==> src/llcc_pkg.sv <==
// Purpose: Shared constants and types for the line-locked clock control block
// Assumes: ref_clk is the VCO post-divider clock, 100 MHz
// Notes: One output clock period is 64 ref_clk steps, giving the 1/64 phase grain
package llcc_pkg;

  // Timing
  localparam int CLK_MHZ = 100;
  localparam int STEPS = 64;
  localparam int DLY_W = 6;
  localparam int DIV_W = 12;
  localparam int OSC_W = 7;
  localparam int LINE_W = 13;
  localparam logic [12:0] DIV_EXTRA = 13'h0008;
  localparam logic [12:0] PULSE_LAST = 13'h0003;
  localparam int LOCK_WIN_NS = 40;
  localparam int LOCK_WIN_CYC = (LOCK_WIN_NS * CLK_MHZ) / 1000;
  localparam int LOCK_GOOD = 4;

  // Device addresses on the serial bus (R/W in the low bit)
  localparam logic [7:0] WR_ID_LO = 8'h4C;
  localparam logic [7:0] RD_ID_LO = 8'h4D;
  localparam logic [7:0] WR_ID_HI = 8'h4E;
  localparam logic [7:0] RD_ID_HI = 8'h4F;

  // Register indices
  localparam logic [3:0] IDX_CTRL = 4'h0;
  localparam logic [3:0] IDX_DIV_LO = 4'h1;
  localparam logic [3:0] IDX_DIV_HI = 4'h2;
  localparam logic [3:0] IDX_DELAY = 4'h3;
  localparam logic [3:0] IDX_OSC = 4'h4;
  localparam logic [3:0] IDX_OUT = 4'h5;
  localparam logic [3:0] IDX_PUMP = 4'h6;
  localparam logic [3:0] IDX_FILT = 4'h7;
  localparam logic [3:0] IDX_APPLY = 4'h8;
  localparam logic [3:0] IDX_STAT = 4'h9;
  localparam logic [3:0] IDX_LINE_LO = 4'hA;
  localparam logic [3:0] IDX_LINE_HI = 4'hB;

  // Reset values
  localparam logic [7:0] RST_CTRL = 8'h41;
  localparam logic [11:0] RST_DIV = 12'h0310;
  localparam logic [5:0] RST_DELAY = 6'h00;
  localparam logic [6:0] RST_OSC = 7'h00;
  localparam logic [2:0] RST_OUT = 3'h0;
  localparam logic [2:0] RST_PUMP = 3'h0;
  localparam logic RST_FILT = 1'b0;

  typedef struct packed {
    logic [7:0] ctrl;
    logic [11:0] div;
    logic [5:0] delay;
    logic [6:0] osc_div;
    logic [2:0] outsel;
    logic [2:0] pump_cur;
    logic filt_ext;
  } llcc_cfg_s;

  // Field positions in ctrl and outsel
  localparam int C_PUMP_EN = 0;
  localparam int C_HOLD_POL = 1;
  localparam int C_REF_POL = 2;
  localparam int C_FB_POL = 3;
  localparam int C_FB_SEL = 4;
  localparam int C_FUNC_SEL = 5;
  localparam int C_LR_EN = 6;
  localparam int O_HALF_EN = 0;
  localparam int O_REF_OSC = 1;
  localparam int O_LR_REF = 2;

  localparam llcc_cfg_s CFG_RST = '{RST_CTRL, RST_DIV, RST_DELAY, RST_OSC, RST_OUT, RST_PUMP, RST_FILT};

  typedef struct packed {
    logic up;
    logic dn;
    logic on;
  } llcc_pump_s;

endpackage

==> src/llcc_top.sv <==
// Purpose: Digital control of a line-locked clock synthesizer
// Assumes: ref_clk is the VCO post-divider output; rst is the power-on detector
// Notes: Analog pump, filter and drivers live outside; this block commands them
// What this block does
// RL1: Twelve-bit divider, clocks per line equal value plus eight
// RL2: Divider pulse high four output clocks
// RL3: Aligned output selects pulse or sync, delayed
// RL4: Pump gated by enable bit and hold
// RL5: Disable immediate, re-enable on second sync edge
// RL6: Outputs delayed in 1/64 clock steps
// RL7: External feedback input replaces internal divider
// RL8: Seven-bit oscillator divider selectable as reference
// RL9: Phase detector drives pump up or down
// RL10: Device address follows the address-select pin
// RL11: Twelve registers: one write-only, eight RW, three RO
// RL12: Serial interface works at both bus rates
// RL13: Self reset from supply monitor, no pin
// RL14: Control registers staged before use
// RL15: Lock readable and on lock/reference pin
// RL16: Full-rate clock plus separately enabled half-rate
// RL17: Enable bit 0 gates by hold, 1 always
// RL18: Hold polarity 0 high, 1 low
// RL19: Feedback select and edge polarity bits
// RL20: Output select 0 pulse, 1 sync input
// RL21: Pulse starts at terminal count, four clocks
// RL22: Staged values applied in one atomic step
`timescale 1ns/1ps
`default_nettype none
module llcc_top
  import llcc_pkg::*;
#(
  parameter int GOOD_CMPS = LOCK_GOOD
) (
  // Clock and power-on reset
  input wire logic ref_clk,
  input wire logic rst,
  // Pins
  input wire logic sync_in,
  input wire logic hold_input,
  input wire logic external_feedback_in,
  input wire logic high_freq_input,
  input wire logic bus_address_select,
  // Register port
  input wire logic [7:0] bus_dev_addr,
  input wire logic [3:0] bus_addr,
  input wire logic [7:0] bus_wdata,
  input wire logic bus_wr,
  input wire logic bus_rd,
  output logic [7:0] bus_rdata,
  // Clock and sync outputs
  output logic clk_full_out,
  output logic clk_half_out,
  output logic aligned_sync_out,
  output logic lock_ref_out,
  // Loop commands
  output llcc_pump_s pump,
  output logic [2:0] pump_current,
  output logic filter_ext
);

  if (GOOD_CMPS < 1 || GOOD_CMPS > 15) begin : g_chk
    $error("GOOD_CMPS must be 1 to 15");
  end

  function automatic logic edge_of(input logic cur, input logic prev, input logic neg);
    edge_of = neg ? (prev & ~cur) : (cur & ~prev);
  endfunction

  // Pin conditioning: a change counts once stages two and three agree
  logic [4:0] raw, s1_reg, s2_reg, s3_reg, pin_reg, pin_d_reg;
  assign raw = {bus_address_select, high_freq_input, external_feedback_in, hold_input, sync_in};

  always_ff @(posedge ref_clk or posedge rst) begin
    if (rst) begin
      s1_reg <= 5'h00;
      s2_reg <= 5'h00;
      s3_reg <= 5'h00;
      pin_reg <= 5'h00;
      pin_d_reg <= 5'h00;
    end else begin
      s1_reg <= raw;
      s2_reg <= s1_reg;
      s3_reg <= s2_reg;
      pin_reg <= (~(s2_reg ^ s3_reg) & s3_reg) | ((s2_reg ^ s3_reg) & pin_reg);
      pin_d_reg <= pin_reg;
    end
  end

  // Staged and active configuration
  llcc_cfg_s stg_reg, act_reg;
  logic [7:0] wr_id, rd_id;
  logic wr_ok, rd_ok, apply;
  assign wr_id = pin_reg[4] ? WR_ID_HI : WR_ID_LO; // RL10
  assign rd_id = pin_reg[4] ? RD_ID_HI : RD_ID_LO; // RL10
  // Register port is rate-agnostic, so both serial rates map onto it
  assign wr_ok = bus_wr && (bus_dev_addr == wr_id); // RL12
  assign rd_ok = bus_rd && (bus_dev_addr == rd_id);
  assign apply = wr_ok && (bus_addr == IDX_APPLY); // RL14

  always_ff @(posedge ref_clk or posedge rst) begin
    if (rst) begin
      stg_reg <= CFG_RST; // RL13
    end else if (wr_ok) begin
      case (bus_addr) // RL11
        IDX_CTRL: stg_reg.ctrl <= {1'b0, bus_wdata[6:0]};
        IDX_DIV_LO: stg_reg.div[7:0] <= bus_wdata;
        IDX_DIV_HI: stg_reg.div[11:8] <= bus_wdata[3:0];
        IDX_DELAY: stg_reg.delay <= bus_wdata[5:0];
        IDX_OSC: stg_reg.osc_div <= bus_wdata[6:0];
        IDX_OUT: stg_reg.outsel <= bus_wdata[2:0];
        IDX_PUMP: stg_reg.pump_cur <= bus_wdata[2:0];
        IDX_FILT: stg_reg.filt_ext <= bus_wdata[0];
        default: ;
      endcase
    end
  end

  // Whole set moves at once, so a half-written divider never runs
  always_ff @(posedge ref_clk or posedge rst) begin
    if (rst) begin
      act_reg <= CFG_RST;
    end else if (apply) begin
      act_reg <= stg_reg; // RL22
    end
  end

  // Output clock phase and delay
  logic [DLY_W-1:0] ph_reg, rel;
  logic tick;
  assign tick = (ph_reg == DLY_W'(STEPS - 1));
  assign rel = ph_reg - act_reg.delay; // RL6

  always_ff @(posedge ref_clk or posedge rst) begin
    if (rst) begin
      ph_reg <= '0;
      clk_full_out <= 1'b0;
      clk_half_out <= 1'b0;
    end else begin
      ph_reg <= ph_reg + 1'b1;
      clk_full_out <= ~rel[DLY_W-1]; // RL16
      if (!act_reg.outsel[O_HALF_EN]) begin
        clk_half_out <= 1'b0;
      end else if (rel == '0) begin
        clk_half_out <= ~clk_half_out; // RL16
      end
    end
  end

  // Loop divider
  logic [LINE_W-1:0] cnt_reg, term;
  logic lp_reg, wrap;
  assign term = {1'b0, act_reg.div} + DIV_EXTRA - 13'h0001; // RL1
  assign wrap = tick && (cnt_reg >= term);

  always_ff @(posedge ref_clk or posedge rst) begin
    if (rst) begin
      cnt_reg <= '0;
      lp_reg <= 1'b0;
    end else if (tick) begin
      cnt_reg <= wrap ? '0 : cnt_reg + 1'b1; // RL1
      // Pulse only starts at a wrap, so the count after reset never gives a short one
      lp_reg <= wrap || (lp_reg && (cnt_reg < PULSE_LAST)); // RL2 RL21
    end
  end

  // Reference and feedback selection
  logic [OSC_W-1:0] osc_cnt_reg;
  logic osc_pulse_reg, sync_edge, ref_edge, fb_edge;
  assign sync_edge = edge_of(pin_reg[0], pin_d_reg[0], act_reg.ctrl[C_REF_POL]);

  always_ff @(posedge ref_clk or posedge rst) begin
    if (rst) begin
      osc_cnt_reg <= '0;
      osc_pulse_reg <= 1'b0;
    end else begin
      osc_pulse_reg <= 1'b0;
      if (edge_of(pin_reg[3], pin_d_reg[3], 1'b0)) begin
        if (osc_cnt_reg >= act_reg.osc_div) begin
          osc_cnt_reg <= '0; // RL8
          osc_pulse_reg <= 1'b1;
        end else begin
          osc_cnt_reg <= osc_cnt_reg + 1'b1;
        end
      end
    end
  end

  assign ref_edge = act_reg.outsel[O_REF_OSC] ? osc_pulse_reg : sync_edge; // RL8
  assign fb_edge = act_reg.ctrl[C_FB_SEL] ? // RL7 RL19
    edge_of(pin_reg[2], pin_d_reg[2], act_reg.ctrl[C_FB_POL]) : wrap;

  // Phase-frequency detector
  logic up_reg, dn_reg;
  always_ff @(posedge ref_clk or posedge rst) begin
    if (rst) begin
      up_reg <= 1'b0;
      dn_reg <= 1'b0;
    end else if (up_reg && dn_reg) begin
      up_reg <= 1'b0;
      dn_reg <= 1'b0;
    end else begin
      up_reg <= up_reg | ref_edge; // RL9
      dn_reg <= dn_reg | fb_edge; // RL9
    end
  end

  // Lock detection from the width of each comparison
  logic [3:0] err_reg, good_reg;
  logic locked;
  assign locked = (good_reg == 4'(GOOD_CMPS));

  always_ff @(posedge ref_clk or posedge rst) begin
    if (rst) begin
      err_reg <= 4'h0;
      good_reg <= 4'h0;
    end else if (up_reg && dn_reg) begin
      err_reg <= 4'h0;
      if (err_reg <= 4'(LOCK_WIN_CYC)) begin
        good_reg <= locked ? good_reg : good_reg + 4'h1; // RL15
      end else begin
        good_reg <= 4'h0;
      end
    end else if (up_reg ^ dn_reg) begin
      err_reg <= (err_reg == 4'hF) ? err_reg : err_reg + 4'h1;
      if (err_reg == 4'hF) begin
        good_reg <= 4'h0;
      end
    end
  end

  // Line length measured in output clocks, for software
  logic [LINE_W-1:0] lc_reg, meas_reg;
  always_ff @(posedge ref_clk or posedge rst) begin
    if (rst) begin
      lc_reg <= '0;
      meas_reg <= '0;
    end else if (ref_edge) begin
      meas_reg <= lc_reg;
      lc_reg <= '0;
    end else if (tick && lc_reg != '1) begin
      lc_reg <= lc_reg + 1'b1;
    end
  end

  // Pump gating: hold cuts at once, rearm waits for the second sync edge
  logic hold_act, dis, arm_reg, ecnt_reg, pump_on;
  assign hold_act = pin_reg[1] ^ act_reg.ctrl[C_HOLD_POL]; // RL18
  assign dis = ~act_reg.ctrl[C_PUMP_EN] & hold_act; // RL4 RL17
  assign pump_on = act_reg.ctrl[C_PUMP_EN] | (arm_reg & ~dis); // RL5 RL17

  always_ff @(posedge ref_clk or posedge rst) begin
    if (rst) begin
      arm_reg <= 1'b1;
      ecnt_reg <= 1'b0;
    end else if (dis) begin
      arm_reg <= 1'b0;
      ecnt_reg <= 1'b0;
    end else if (!arm_reg && sync_edge) begin
      arm_reg <= ecnt_reg; // RL5
      ecnt_reg <= 1'b1;
    end
  end

  assign pump.up = up_reg & ~dn_reg & pump_on; // RL9
  assign pump.dn = dn_reg & ~up_reg & pump_on; // RL9
  assign pump.on = pump_on; // RL4
  assign pump_current = act_reg.pump_cur;
  assign filter_ext = act_reg.filt_ext;

  // Aligned sync output and lock/reference pin
  logic [STEPS-1:0] dline_reg;
  always_ff @(posedge ref_clk or posedge rst) begin
    if (rst) begin
      dline_reg <= '0;
      aligned_sync_out <= 1'b0;
      lock_ref_out <= 1'b0;
    end else begin
      dline_reg <= {dline_reg[STEPS-2:0], act_reg.ctrl[C_FUNC_SEL] ? pin_reg[0] : lp_reg}; // RL3 RL20
      aligned_sync_out <= dline_reg[act_reg.delay]; // RL3 RL6
      lock_ref_out <= act_reg.ctrl[C_LR_EN] & (act_reg.outsel[O_LR_REF] ? pin_reg[0] : locked); // RL15
    end
  end

  // Register reads
  logic [7:0] rd_mux;
  always_comb begin
    case (bus_addr) // RL11
      IDX_CTRL: rd_mux = stg_reg.ctrl;
      IDX_DIV_LO: rd_mux = stg_reg.div[7:0];
      IDX_DIV_HI: rd_mux = {4'h0, stg_reg.div[11:8]};
      IDX_DELAY: rd_mux = {2'h0, stg_reg.delay};
      IDX_OSC: rd_mux = {1'b0, stg_reg.osc_div};
      IDX_OUT: rd_mux = {5'h00, stg_reg.outsel};
      IDX_PUMP: rd_mux = {5'h00, stg_reg.pump_cur};
      IDX_FILT: rd_mux = {7'h00, stg_reg.filt_ext};
      IDX_STAT: rd_mux = {5'h00, hold_act, pump_on, locked}; // RL15
      IDX_LINE_LO: rd_mux = meas_reg[7:0];
      IDX_LINE_HI: rd_mux = {3'h0, meas_reg[12:8]};
      default: rd_mux = 8'h00;
    endcase
  end

  always_ff @(posedge ref_clk or posedge rst) begin
    if (rst) begin
      bus_rdata <= 8'h00;
    end else begin
      bus_rdata <= rd_ok ? rd_mux : 8'h00; // RL10
    end
  end
endmodule
`default_nettype wire

==> config.mk <==
export PLATFORM = sky130hd
export DESIGN_NAME = llcc_top
export DESIGN_NICKNAME = d
export VERILOG_FILES = /design/src/llcc_pkg.sv /design/src/llcc_top.sv
export SDC_FILE = /design/constraint.sdc
export NUM_CORES = 1
export LEC_CHECK = 0
export BUFFER_PORTS_ARGS = -buffer_cell sky130_fd_sc_hd__buf_4
export CAP_MARGIN = 20
export CORE_ASPECT_RATIO = 1.75
export CORE_MARGIN = 4
export CORE_UTILIZATION = 50
export CTS_CLUSTER_DIAMETER = 50
export DETAILED_ROUTE_END_ITERATION = 7
export PLACE_DENSITY = 0.73
export SYNTH_ARGS = -nofsm -noshare
export SYNTH_HDL_FRONTEND = slang
export SYNTH_SLANG_ARGS = --single-unit
==> constraint.sdc <==
create_clock -name ref_clk -period 10.1 [get_ports ref_clk]
set_clock_uncertainty 0.1 [all_clocks]
set_input_delay 0.505 -clock ref_clk [delete_from_list [all_inputs] [get_ports ref_clk]]
set_output_delay 0.505 -clock ref_clk [all_outputs]
set_load 0.05 [all_outputs]
==> results.json, run 1 <==
{
  "cts_tree": "done",
  "cts_root_buffer": "sky130_fd_sc_hd__clkbuf_16",
  "cts_buffer_depth": 3,
  "regToRegStartpoint": "act_reg[20]",
  "cts_made_buffers": 22,
  "max_slew_violations": 0,
  "pre_cts_ws_ns": 6.93,
  "synthesis.area_um2": 10700,
  "synth.area.top_cells": "sky130_fd_sc_hd__dfrtp_1 (54%), sky130_fd_sc_hd__mux2_2 (8.7%), sky130_fd_sc_hd__ha_1 (4.0%)",
  "route.detailed.vias_per_inst": 5.70,
  "syn_area_per_cell_um2": 12.1,
  "antenna_found_initial": 0,
  "setup-violations-final": 0,
  "detail_route.iter0.violations": 480,
  "timing.critical_path.to_type": "flip-flop",
  "slew-limit-headroom_pct": 43.2,
  "routedWlPerCell_um": 18.4,
  "pwr_density_cell_nw_per_um2": 162,
  "post-route-util_pct": 57.4,
  "most_common_cell_after_layout_fill_and_taps_aside": "sky130_fd_sc_hd__dfrtp_1",
  "period_share_pct": 31.3,
  "r2r_setup_slack_ns": 6.94,
  "critPathKind": "flip-flop to flip-flop",
  "drt-total-wl_um": 21900,
  "rr_endpoint": "dn_reg",
  "layout.nets": 990,
  "power.leakage_nw": 5.65,
  "number_of_cells_in_the_design_after_placement": 1148,
  "multiInputGateArea_um2": 4280,
  "post_cts_resize_count": 0,
  "die-area_um2": 23800,
  "reg2reg_depth": 12,
  "max_cap_viol_count": 0,
  "whs_path_depth": 1,
  "drive_above_1_share_pct": 22.2,
  "final.hold.worst_slack_ns": 0.0189,
  "detailroute.via_count": 6802,
  "synth_flop_cell": "sky130_fd_sc_hd__dfrtp_1",
  "max_freq_mhz": 316,
  "synthCells": 877,
  "gr-total-overflow": 0,
  "initial_utilization_pct": 50.9,
  "postSynthNetCount": 941,
  "finish.cell_count_without_fillers": 1194,
  "ir_worst_vdd_mv": 0.149,
  "timing.critical_path.fanout_max": 11,
  "required_ns": 10.44,
  "worstMarginPinSlew_ns": 0.852,
  "drcViolationCount": 0,
  "core_region_area_um2": 20900,
  "outcome": "finished clean",
  "postRouteAntennaNets": 0,
  "hold_viol_final": 0,
  "synth_seq_area_share_pct": 57.2,
  "die_width_um": 118,
  "clk_pin_slew_worst_paths_ns": 0.07,
  "seq_area_um2": 6090,
  "hpwl_um": 15500,
  "number_of_enable_flip_flop_cells_after_synthesis": 0,
  "insertion_delay_ns": 0.50,
  "pin_count": 48,
  "layout_common_cells": "sky130_fd_sc_hd__dfrtp_1 (232), sky130_fd_sc_hd__mux2_2 (82), sky130_fd_sc_hd__nand2_1 (82)",
  "area_delta_synth_final_pct": 12.8,
  "fp-row-count": 70,
  "grt_util_all_layers_pct": 18.9,
  "yosys_register_bits": 243,
  "number_of_global_route_vias_before_repair": 7036,
  "cp_data_arrival_time_ns": 3.50,
  "grt_max_degree": 109,
  "rsz0062_at_grt": "no",
  "numPortBuffers": 47,
  "hold_end": "s1_reg[0]",
  "asyncSetResetFlopFracSynth_pct": 100,
  "gpl.final_weighted_congestion": 0.887,
  "antenna-diode-count": 0,
  "post-route-worst-setup-slack_ns": 6.94,
  "cts.sink_count": 243,
  "post-synth-top-area-cell": "sky130_fd_sc_hd__dfrtp_1",
  "grt_pass1_wl_um": 36500,
  "number_of_search_and_repair_iterations_in_the_first_detailed_routing_pass": 4,
  "min-delay-path-class": "input pin to flip-flop",
  "start_kind": "flip-flop",
  "h-tree-depth": 1,
  "synth.yosys.warnings": 0,
  "synthDominantCellAreaShare_pct": 54.5,
  "finalWorstPathRequiredPeriod_ns": 3.16,
  "filler_cell_count": 1655,
  "setup-tns-final_ns": 0,
  "largest_register_ff_count": 64,
  "synth.lib_cells_used.distinct": 63,
  "holdCritStartpoint": "sync_in",
  "dieHeight_um": 201
}
## metal layers
layer | up-vias | routed length, µm | global-route usage (%)
li1 | 3195 | - | -
met1 | 3428 | 8490 | 22.2
met2 | 125 | 11700 | 34.3
met3 | 54 | 706 | 2.22
met4 | 0 | 1020 | 8.60
met5 | - | 0 | 0
## worst max path at each step
stage,start,to,slack (ns),depth (start not counted)
2_1_floorplan,rst,async pin,2.84,1
3_3_place_gp,act_reg[20],dn_reg,7.03,12
3_5_place_dp,act_reg[20],dn_reg,6.93,12
4_1_cts,act_reg[20],dn_reg,6.92,12
5_1_grt,act_reg[20],dn_reg,6.62,12
6_report,act_reg[20],dn_reg,6.94,12
## final cells by class
class                      instances  area share [%]
timing repair buffer              57            3.92
clock buffer                      30            5.09
tap                              252            2.62
clock inverter                    10           0.896
multi-input combinational        568            35.6
inverter                          34            1.12
sequential                       243            50.7
## per-stage QoR
step                power, mW  cell area, µm²
floorplan                1.10           10700
global placement         1.13           11200
detailed placement       1.13           11200
CTS                      1.96           12000
global route             2.02           12000
finish                   1.94           12000
## power by group
group	leakage (nW)	switching [mW]	internal [mW]	total, mW
sequential	3.27	0.0207	0.992	1.01
combinational	2.03	0.0661	0.0375	0.104
clock	0.346	0.349	0.478	0.827
## worst max-delay path, cell delays in order (launching register included)
cell                       delay [ns]
sky130_fd_sc_hd__dfrtp_1         0.40
sky130_fd_sc_hd__inv_1           0.08
sky130_fd_sc_hd__ha_1            0.22
sky130_fd_sc_hd__nand2b_1        0.10
sky130_fd_sc_hd__nand2_1         0.09
sky130_fd_sc_hd__nor2_1          0.21
sky130_fd_sc_hd__nand3_1         0.12
sky130_fd_sc_hd__xor2_1          0.15
sky130_fd_sc_hd__ha_1            0.30
sky130_fd_sc_hd__nand4_1         0.13
sky130_fd_sc_hd__o41ai_2         0.57
sky130_fd_sc_hd__and2_1          0.45
sky130_fd_sc_hd__a211o_1         0.18
## cell usage after synthesis (4+ instances only)
| cell type | number |
|---|---|
| sky130_fd_sc_hd__dfrtp_1 | 232 |
| sky130_fd_sc_hd__mux2_2 | 82 |
| sky130_fd_sc_hd__nand2_1 | 82 |
| sky130_fd_sc_hd__nor2_1 | 60 |
| sky130_fd_sc_hd__a21oi_1 | 37 |
| sky130_fd_sc_hd__ha_1 | 34 |
| sky130_fd_sc_hd__inv_1 | 34 |
| sky130_fd_sc_hd__o21ai_0 | 31 |
| sky130_fd_sc_hd__nand3_1 | 29 |
| sky130_fd_sc_hd__xor2_1 | 24 |
| sky130_fd_sc_hd__nand4_1 | 19 |
| sky130_fd_sc_hd__mux4_2 | 17 |
| sky130_fd_sc_hd__xnor2_1 | 17 |
| sky130_fd_sc_hd__clkbuf_1 | 14 |
| sky130_fd_sc_hd__nor2b_1 | 12 |
| sky130_fd_sc_hd__dfstp_2 | 11 |
| sky130_fd_sc_hd__nor3_1 | 11 |
| sky130_fd_sc_hd__a22oi_1 | 10 |
| sky130_fd_sc_hd__buf_2 | 10 |
| sky130_fd_sc_hd__nand2b_1 | 10 |
| sky130_fd_sc_hd__and3_1 | 8 |
| sky130_fd_sc_hd__mux2i_1 | 8 |
| sky130_fd_sc_hd__a21o_1 | 6 |
| sky130_fd_sc_hd__or3_1 | 6 |
| sky130_fd_sc_hd__buf_4 | 5 |
| sky130_fd_sc_hd__maj3_1 | 5 |
| sky130_fd_sc_hd__nand3b_1 | 5 |
| sky130_fd_sc_hd__a311oi_1 | 4 |
| sky130_fd_sc_hd__nor4_1 | 4 |
## kinds of logic after synthesis
logic type	Yosys count	share of synthesized area (%)
AND/OR/NAND/NOR	264	12.3
flip-flops	243	57.2
AO/OA/AOI/OAI	116	6.78
multiplexers	107	13.0
buffers and inverters	66	2.69
XOR/XNOR	41	3.37
adder cells (fa/ha/maj)	40	4.65
## repair_timing
action,4_1_cts,5_1_grt
hold buffers,4,0
setup endpoints to repair,0,0
endpoints found under the hold margin,4,0
buffers inserted,0,0
Power figures use the tool's default switching activity.
==> run 2: changes to the inputs <==
PLACE_DENSITY = 0.76   (was 0.73)
clock period = 2.7 ns   (was 10.1 ns; I/O delays follow)
==> run 2 against run 1 <==
Worst hold slack improved by 0.025 ns. Final area rose by 3.9%. Global-route usage rose by 0.59 points. Via count rose by 2.8%. Sequential power rose to 3.8 times the previous value. Fmax rose by 19%. Utilization rose by 2.3 points. Critical path type unchanged. Highest routed layer unchanged.
==> results.json, run 2 (synthesized netlist as in run 1, its figures left out) <==
{
  "outcome": "finished clean",
  "rr_endpoint": "dn_reg",
  "gpl.final_weighted_congestion": 0.978,
  "number_of_global_route_vias_before_repair": 7369,
  "drive_above_1_share_pct": 26.5,
  "route.detailed.vias_per_inst": 5.68,
  "setup-violations-final": 0,
  "most_common_cell_after_layout_fill_and_taps_aside": "sky130_fd_sc_hd__dfrtp_1",
  "finish.cell_count_without_fillers": 1232,
  "critical-path-slowest-cell": "sky130_fd_sc_hd__dfrtp_1",
  "grt_util_all_layers_pct": 19.4,
  "pwr_density_cell_nw_per_um2": 587,
  "grt_max_degree": 75,
  "drcViolationCount": 0,
  "initial_utilization_pct": 50.9,
  "filler_cell_count": 1630,
  "insertion_delay_ns": 0.50,
  "regToRegStartpoint": "act_reg[21]",
  "detailroute.via_count": 6994,
  "largest_register_ff_count": 64,
  "fp-row-count": 70,
  "rsz0062_at_grt": "yes",
  "reg2reg_depth": 14,
  "busiest_layer_in_global_routing": "met2",
  "finalWorstPathRequiredPeriod_ns": 2.66,
  "dieHeight_um": 201,
  "power.leakage_nw": 5.85,
  "cts_tree": "done",
  "critPathKind": "flip-flop to flip-flop",
  "cts_buffer_depth": 3,
  "drt-total-wl_um": 22900,
  "antenna-diode-count": 0,
  "critical_path_sink": "dn_reg",
  "cp-startpoint": "act_reg[21]",
  "clk_pin_slew_worst_paths_ns": 0.07,
  "max_slew_violations": 0,
  "totalPowerFinal_mw": 7.33,
  "pre_cts_ws_ns": -0.109,
  "r2r_setup_slack_ns": 0.04,
  "antenna_found_initial": 0,
  "die-area_um2": 23800,
  "ir_worst_vdd_mv": 0.592,
  "grtUsageMet2_pct": 35.5,
  "layout_common_cells": "sky130_fd_sc_hd__dfrtp_1 (232), sky130_fd_sc_hd__mux2_2 (82), sky130_fd_sc_hd__nand2_1 (81)",
  "grtUsageMet1_pct": 22.0,
  "required_ns": 2.99,
  "timing.critical_path.cells": "inv_2 -> ha_4 -> nand2b_4 -> buf_4 -> buf_4 -> nand4_1 -> xor2_1 -> ha_1 -> a21oi_2 -> o21ai_2 -> a21oi_2 -> o41ai_4 -> and2_4 -> a211o_1",
  "cp_data_arrival_time_ns": 2.95,
  "numPortBuffers": 47,
  "cts.sink_count": 243,
  "number_of_search_and_repair_iterations_in_the_first_detailed_routing_pass": 4,
  "timing.critical_path.fanout_max": 4,
  "cpPeakStageDelay_ns": 0.40,
  "setup-tns-final_ns": 0,
  "pin_count": 48,
  "max_freq_mhz": 376,
  "timing.critical_path.to_type": "flip-flop",
  "detail_route.iter0.violations": 408,
  "worstMarginPinSlew_ns": 0.657,
  "postRouteAntennaNets": 0,
  "path_depth": 14,
  "max_cap_viol_count": 0,
  "routedWlPerCell_um": 18.6,
  "hold_viol_final": 0,
  "start_kind": "flip-flop",
  "number_of_cells_in_the_design_after_placement": 1170,
  "slew-limit-headroom_pct": 55.9,
  "met3_layer_usage_reported_by_global_route_pct": 2.28,
  "h-tree-depth": 1,
  "min-delay-path-class": "input pin to flip-flop",
  "hpwl_um": 16300,
  "post-route-worst-setup-slack_ns": 0.0398,
  "grt_pass1_wl_um": 37500,
  "worst_path_dominant_cell_family": "compound AO/OA/AOI/OAI gates",
  "area_delta_synth_final_pct": 17.2,
  "worst-path-buf-inv": 3,
  "period_share_pct": 98.5,
  "die_width_um": 118,
  "cts_made_buffers": 22,
  "layout.nets": 1028,
  "cts_root_buffer": "sky130_fd_sc_hd__clkbuf_16",
  "core_region_area_um2": 20900,
  "post-route-util_pct": 59.7,
  "gr-total-overflow": 0
}
run 2: changes by cell type in the layout (fill, tap and decap cells not counted), sizes merged:
cell | previous run | this run
clkinv | 5 | 3
clkbuf | 30 | 33
buf | 53 | 79
dlygate4sd3 | 4 | 16
inv | 34 | 33
bufinv | 2 | 1
clkinvlp | 3 | 4
run 2: worst reg2reg max path: cells and delay by family (launching register included):
kind                       cells  cell delay (ns)
DFF                            1             0.40
and+or+nand+nor                3             0.36
adders and majority gates      2             0.50
buffers and inverters          3             0.28
xor gates and xnor gates       1             0.17
AOI/OAI and AO/OA              5             0.77
run 2: worst min-delay path by stage:
stage	start	to	slack [ns]	cells after the start
2_1_floorplan	sync_in	s1_reg[0]	0.07	0
3_3_place_gp	rst	act_reg[4]	0.08	2
3_5_place_dp	rst	act_reg[4]	0.08	2
4_1_cts	bus_addr[3]	bus_rdata[7]	0.003	3
5_1_grt	bus_addr[3]	bus_rdata[7]	0.03	3
6_report	bus_addr[3]	bus_rdata[7]	0.04	3
run 2: area by class of cell:
cell class | count | area (µm²) | share of cell area (%)
repair buffers | 95 | 802 | 6.42
clock buffers | 33 | 673 | 5.39
multi-input cells | 568 | 4400 | 35.3
flip-flops and latches | 243 | 6090 | 48.8
inverters | 34 | 131 | 1.05
clock inverters | 7 | 67.6 | 0.541
well taps | 252 | 315 | 2.53
run 2: through the flow:
step | instance area [µm²] | hold WS, ns
global route | 12500 | 0.0344
floorplan | 10700 | 0.0664
global placement | 11400 | 0.0756
finish | 12500 | 0.0442
CTS | 12400 | 0.00312
detailed placement | 11400 | 0.0843
run 2: layer usage:
metal	share of wire, %	vias to the layer above
met5	0	-
met4	5.6	0
met3	3.3	80
met2	54	155
met1	37	3489
li1	-	3270
run 2: timing repair:
item | 4_1_cts | 5_1_grt
endpoints found under the setup margin | 12 | 14
pin swaps | 7 | 16
hold buffers | 16 | 0
setup buffers | 5 | 0
gates resized for setup | 13 | 20
gates cloned | 1 | 0
hold endpoints to repair | 239 | 0
run 2: power by group:
group | internal (mW) | switching [mW] | leakage, nW
logic | 0.155 | 0.248 | 2.22
registers | 3.71 | 0.0748 | 3.27
clock network | 1.82 | 1.32 | 0.358
==> run 3: changes to the inputs <==
MAX_ROUTING_LAYER = met4   (was not set)
==> run 3 against run 2 <==
Global-route usage increased by 0.80 points. Combinational power up 3%. Fmax is 0.43% higher. Critical path type unchanged. Sequential power about the same. Wire length grew 0.60%. Setup slack better by 0.011 ns. Clock power increased by 5%. Final area rose by 0.77%.
==> results.json, run 3 (synthesized netlist as in run 1, its figures left out) <==
{
  "hold_viol_final": 0,
  "core_region_area_um2": 20900,
  "detailroute.via_count": 7092,
  "max_slew_violations": 0,
  "number_of_search_and_repair_iterations_in_the_first_detailed_routing_pass": 5,
  "power.leakage_nw": 5.88,
  "min-delay-path-class": "input pin to flip-flop",
  "timing.critical_path.fanout_max": 5,
  "rr_endpoint": "cnt_reg[9]",
  "antenna-diode-count": 0,
  "detail_route.iter0.violations": 465,
  "switching_power_share_of_the_total_pct": 22.6,
  "worstMarginPinSlew_ns": 0.852,
  "grt_util_all_layers_pct": 20.2,
  "cts_made_buffers": 22,
  "totalPowerFinal_mw": 7.53,
  "crit_top_cell": "sky130_fd_sc_hd__buf_4",
  "finalWorstPathRequiredPeriod_ns": 2.65,
  "postRouteAntennaNets": 0,
  "worst_path_dominant_cell_family": "simple AND/OR/NAND/NOR gates",
  "timing.critical_path.cells": "buf_4 -> buf_4 -> or4_1 -> nand2_1 -> ha_2 -> a21o_1 -> a31oi_4 -> o41ai_4 -> and2_4 -> buf_8 -> nor2_4",
  "holdCritStartpoint": "bus_addr[1]",
  "die-area_um2": 23800,
  "worst-path-buf-inv": 3,
  "insertion_delay_ns": 0.50,
  "period_share_pct": 98.1,
  "cp_data_arrival_time_ns": 2.94,
  "cts_buffer_depth": 3,
  "layout.nets": 1029,
  "power.share.clock_pct": 44.2,
  "whs_path_depth": 4,
  "cts_root_buffer": "sky130_fd_sc_hd__clkbuf_16",
  "gpl.final_weighted_congestion": 1.02,
  "critical-path-slowest-cell": "sky130_fd_sc_hd__or4_1",
  "power_share_of_the_sequential_group_pct": 50.3,
  "largest_register_ff_count": 64,
  "outcome": "finished clean",
  "reg2reg_depth": 11,
  "ir_worst_vdd_mv": 0.425,
  "cts.sink_count": 243,
  "antenna_found_initial": 0,
  "dieHeight_um": 201,
  "post-route-util_pct": 60.1,
  "hpwl_um": 16400,
  "routedWlPerCell_um": 18.7,
  "die_width_um": 118,
  "number_of_global_route_vias_before_repair": 7480,
  "number_of_cells_in_the_design_after_placement": 1170,
  "h-tree-depth": 1,
  "start_kind": "flip-flop",
  "gr-total-overflow": 0,
  "drcViolationCount": 0,
  "rsz0062_at_grt": "yes",
  "drt-total-wl_um": 23000,
  "numPortBuffers": 47,
  "r2r_setup_slack_ns": 0.05,
  "timing.critical_path.to_type": "flip-flop",
  "most_common_cell_after_layout_fill_and_taps_aside": "sky130_fd_sc_hd__dfrtp_1",
  "switching_power_mw": 1.70,
  "combPwrFrac_pct": 5.5,
  "finish.cell_count_without_fillers": 1233,
  "grt_max_degree": 59,
  "cpPeakStageDelay_ns": 0.46,
  "regToRegStartpoint": "act_reg[21]",
  "initial_utilization_pct": 50.9,
  "cts_tree": "done",
  "fp-row-count": 70,
  "clk_pin_slew_worst_paths_ns": 0.06,
  "setup-violations-final": 0,
  "critPathKind": "flip-flop to flip-flop",
  "max_freq_mhz": 378,
  "hold_end": "bus_rdata[3]",
  "pwr_density_cell_nw_per_um2": 598,
  "pin_count": 48,
  "max_cap_viol_count": 0,
  "drive_above_1_share_pct": 27.0,
  "required_ns": 2.99,
  "layout_common_cells": "sky130_fd_sc_hd__dfrtp_1 (232), sky130_fd_sc_hd__mux2_2 (82), sky130_fd_sc_hd__nand2_1 (80)",
  "slew-limit-headroom_pct": 43.1,
  "area_delta_synth_final_pct": 18.1,
  "route.detailed.vias_per_inst": 5.75,
  "grt_pass1_wl_um": 38200,
  "p_int_mw": 5.83
}
## run 3: changes by cell type in the layout (fill, tap and decap cells not counted), moves of 2 or more
cell	delta
sky130_fd_sc_hd__nor2_1	-4
sky130_fd_sc_hd__bufinv_16	+2
sky130_fd_sc_hd__nor2_4	+5
sky130_fd_sc_hd__clkbuf_1	-2
sky130_fd_sc_hd__clkinv_2	+2
sky130_fd_sc_hd__clkbuf_8	-2
## run 3: timing repair
action | CTS | global route
hold endpoints to repair | 71 | 0
gates cloned | 1 | 0
setup buffers | 5 | 1
gates resized for setup | 15 | 27
hold buffers | 17 | 0
setup endpoints to repair | 11 | 14
pin swaps | 13 | 18
## run 3: how the worst max path moves through the flow
| stage | from | end | cells after the start |
|---|---|---|---|
| after global placement | act_reg[21] | cnt_reg[11] | 14 |
| after global routing | act_reg[20] | cnt_reg[9] | 12 |
| final | act_reg[21] | cnt_reg[9] | 11 |
| after CTS | act_reg[24] | cnt_reg[12] | 11 |
| after floorplan | rst | async pin | 1 |
| after detailed placement | act_reg[21] | cnt_reg[12] | 14 |
## run 3: metal layers
metal | GRT usage [%] | wire length, µm | vias to the layer above
li1 | - | - | 3287
met1 | 22.9 | 8800 | 3569
met2 | 35.6 | 12200 | 168
met3 | 2.28 | 791 | 68
met4 | 9.81 | 1240 | 0
met5 | - | 0 | -
## run 3: worst register-to-register path, stage by stage, from the launching register on
cell and delay (ns):
sky130_fd_sc_hd__dfrtp_1 0.38, sky130_fd_sc_hd__buf_4 0.14, sky130_fd_sc_hd__buf_4 0.13, sky130_fd_sc_hd__or4_1 0.46, sky130_fd_sc_hd__nand2_1 0.10, sky130_fd_sc_hd__ha_2 0.16
sky130_fd_sc_hd__a21o_1 0.15, sky130_fd_sc_hd__a31oi_4 0.05, sky130_fd_sc_hd__o41ai_4 0.44, sky130_fd_sc_hd__and2_4 0.26, sky130_fd_sc_hd__buf_8 0.15, sky130_fd_sc_hd__nor2_4 0.04
## run 3: final cells by class
class | instances | area [µm²]
Clock inverter | 11 | 139
Tap cell | 252 | 315
Timing Repair Buffer | 96 | 828
Clock buffer | 29 | 638
Multi-Input combinational cell | 568 | 4440
Inverter | 34 | 131
Sequential cell | 243 | 6090
Fill cell | 1621 | 8350
## run 3: per-stage QoR
step           setup TNS [ns]  hold slack [ns]  area (µm²)  worst slack [ns]
2_1_floorplan         -166.07           0.0664       10700            -0.716
3_3_place_gp          -0.0626            0.145       11400          -0.00772
3_5_place_dp            -1.05            0.145       11400            -0.118
4_1_cts               -0.0923           0.0262       12500           -0.0229
5_1_grt                -0.919           0.0605       12600           -0.0889
6_report                    0           0.0406       12600            0.0511
## run 3: power groups by stage
stage	clock, mW	sequential [mW]	combinational, mW
final	3.32	3.79	0.417
after CTS	3.38	3.78	0.423
after global placement	0	3.85	0.383
after global routing	3.52	3.79	0.472
after floorplan	0	3.83	0.277
after detailed placement	0	3.85	0.402
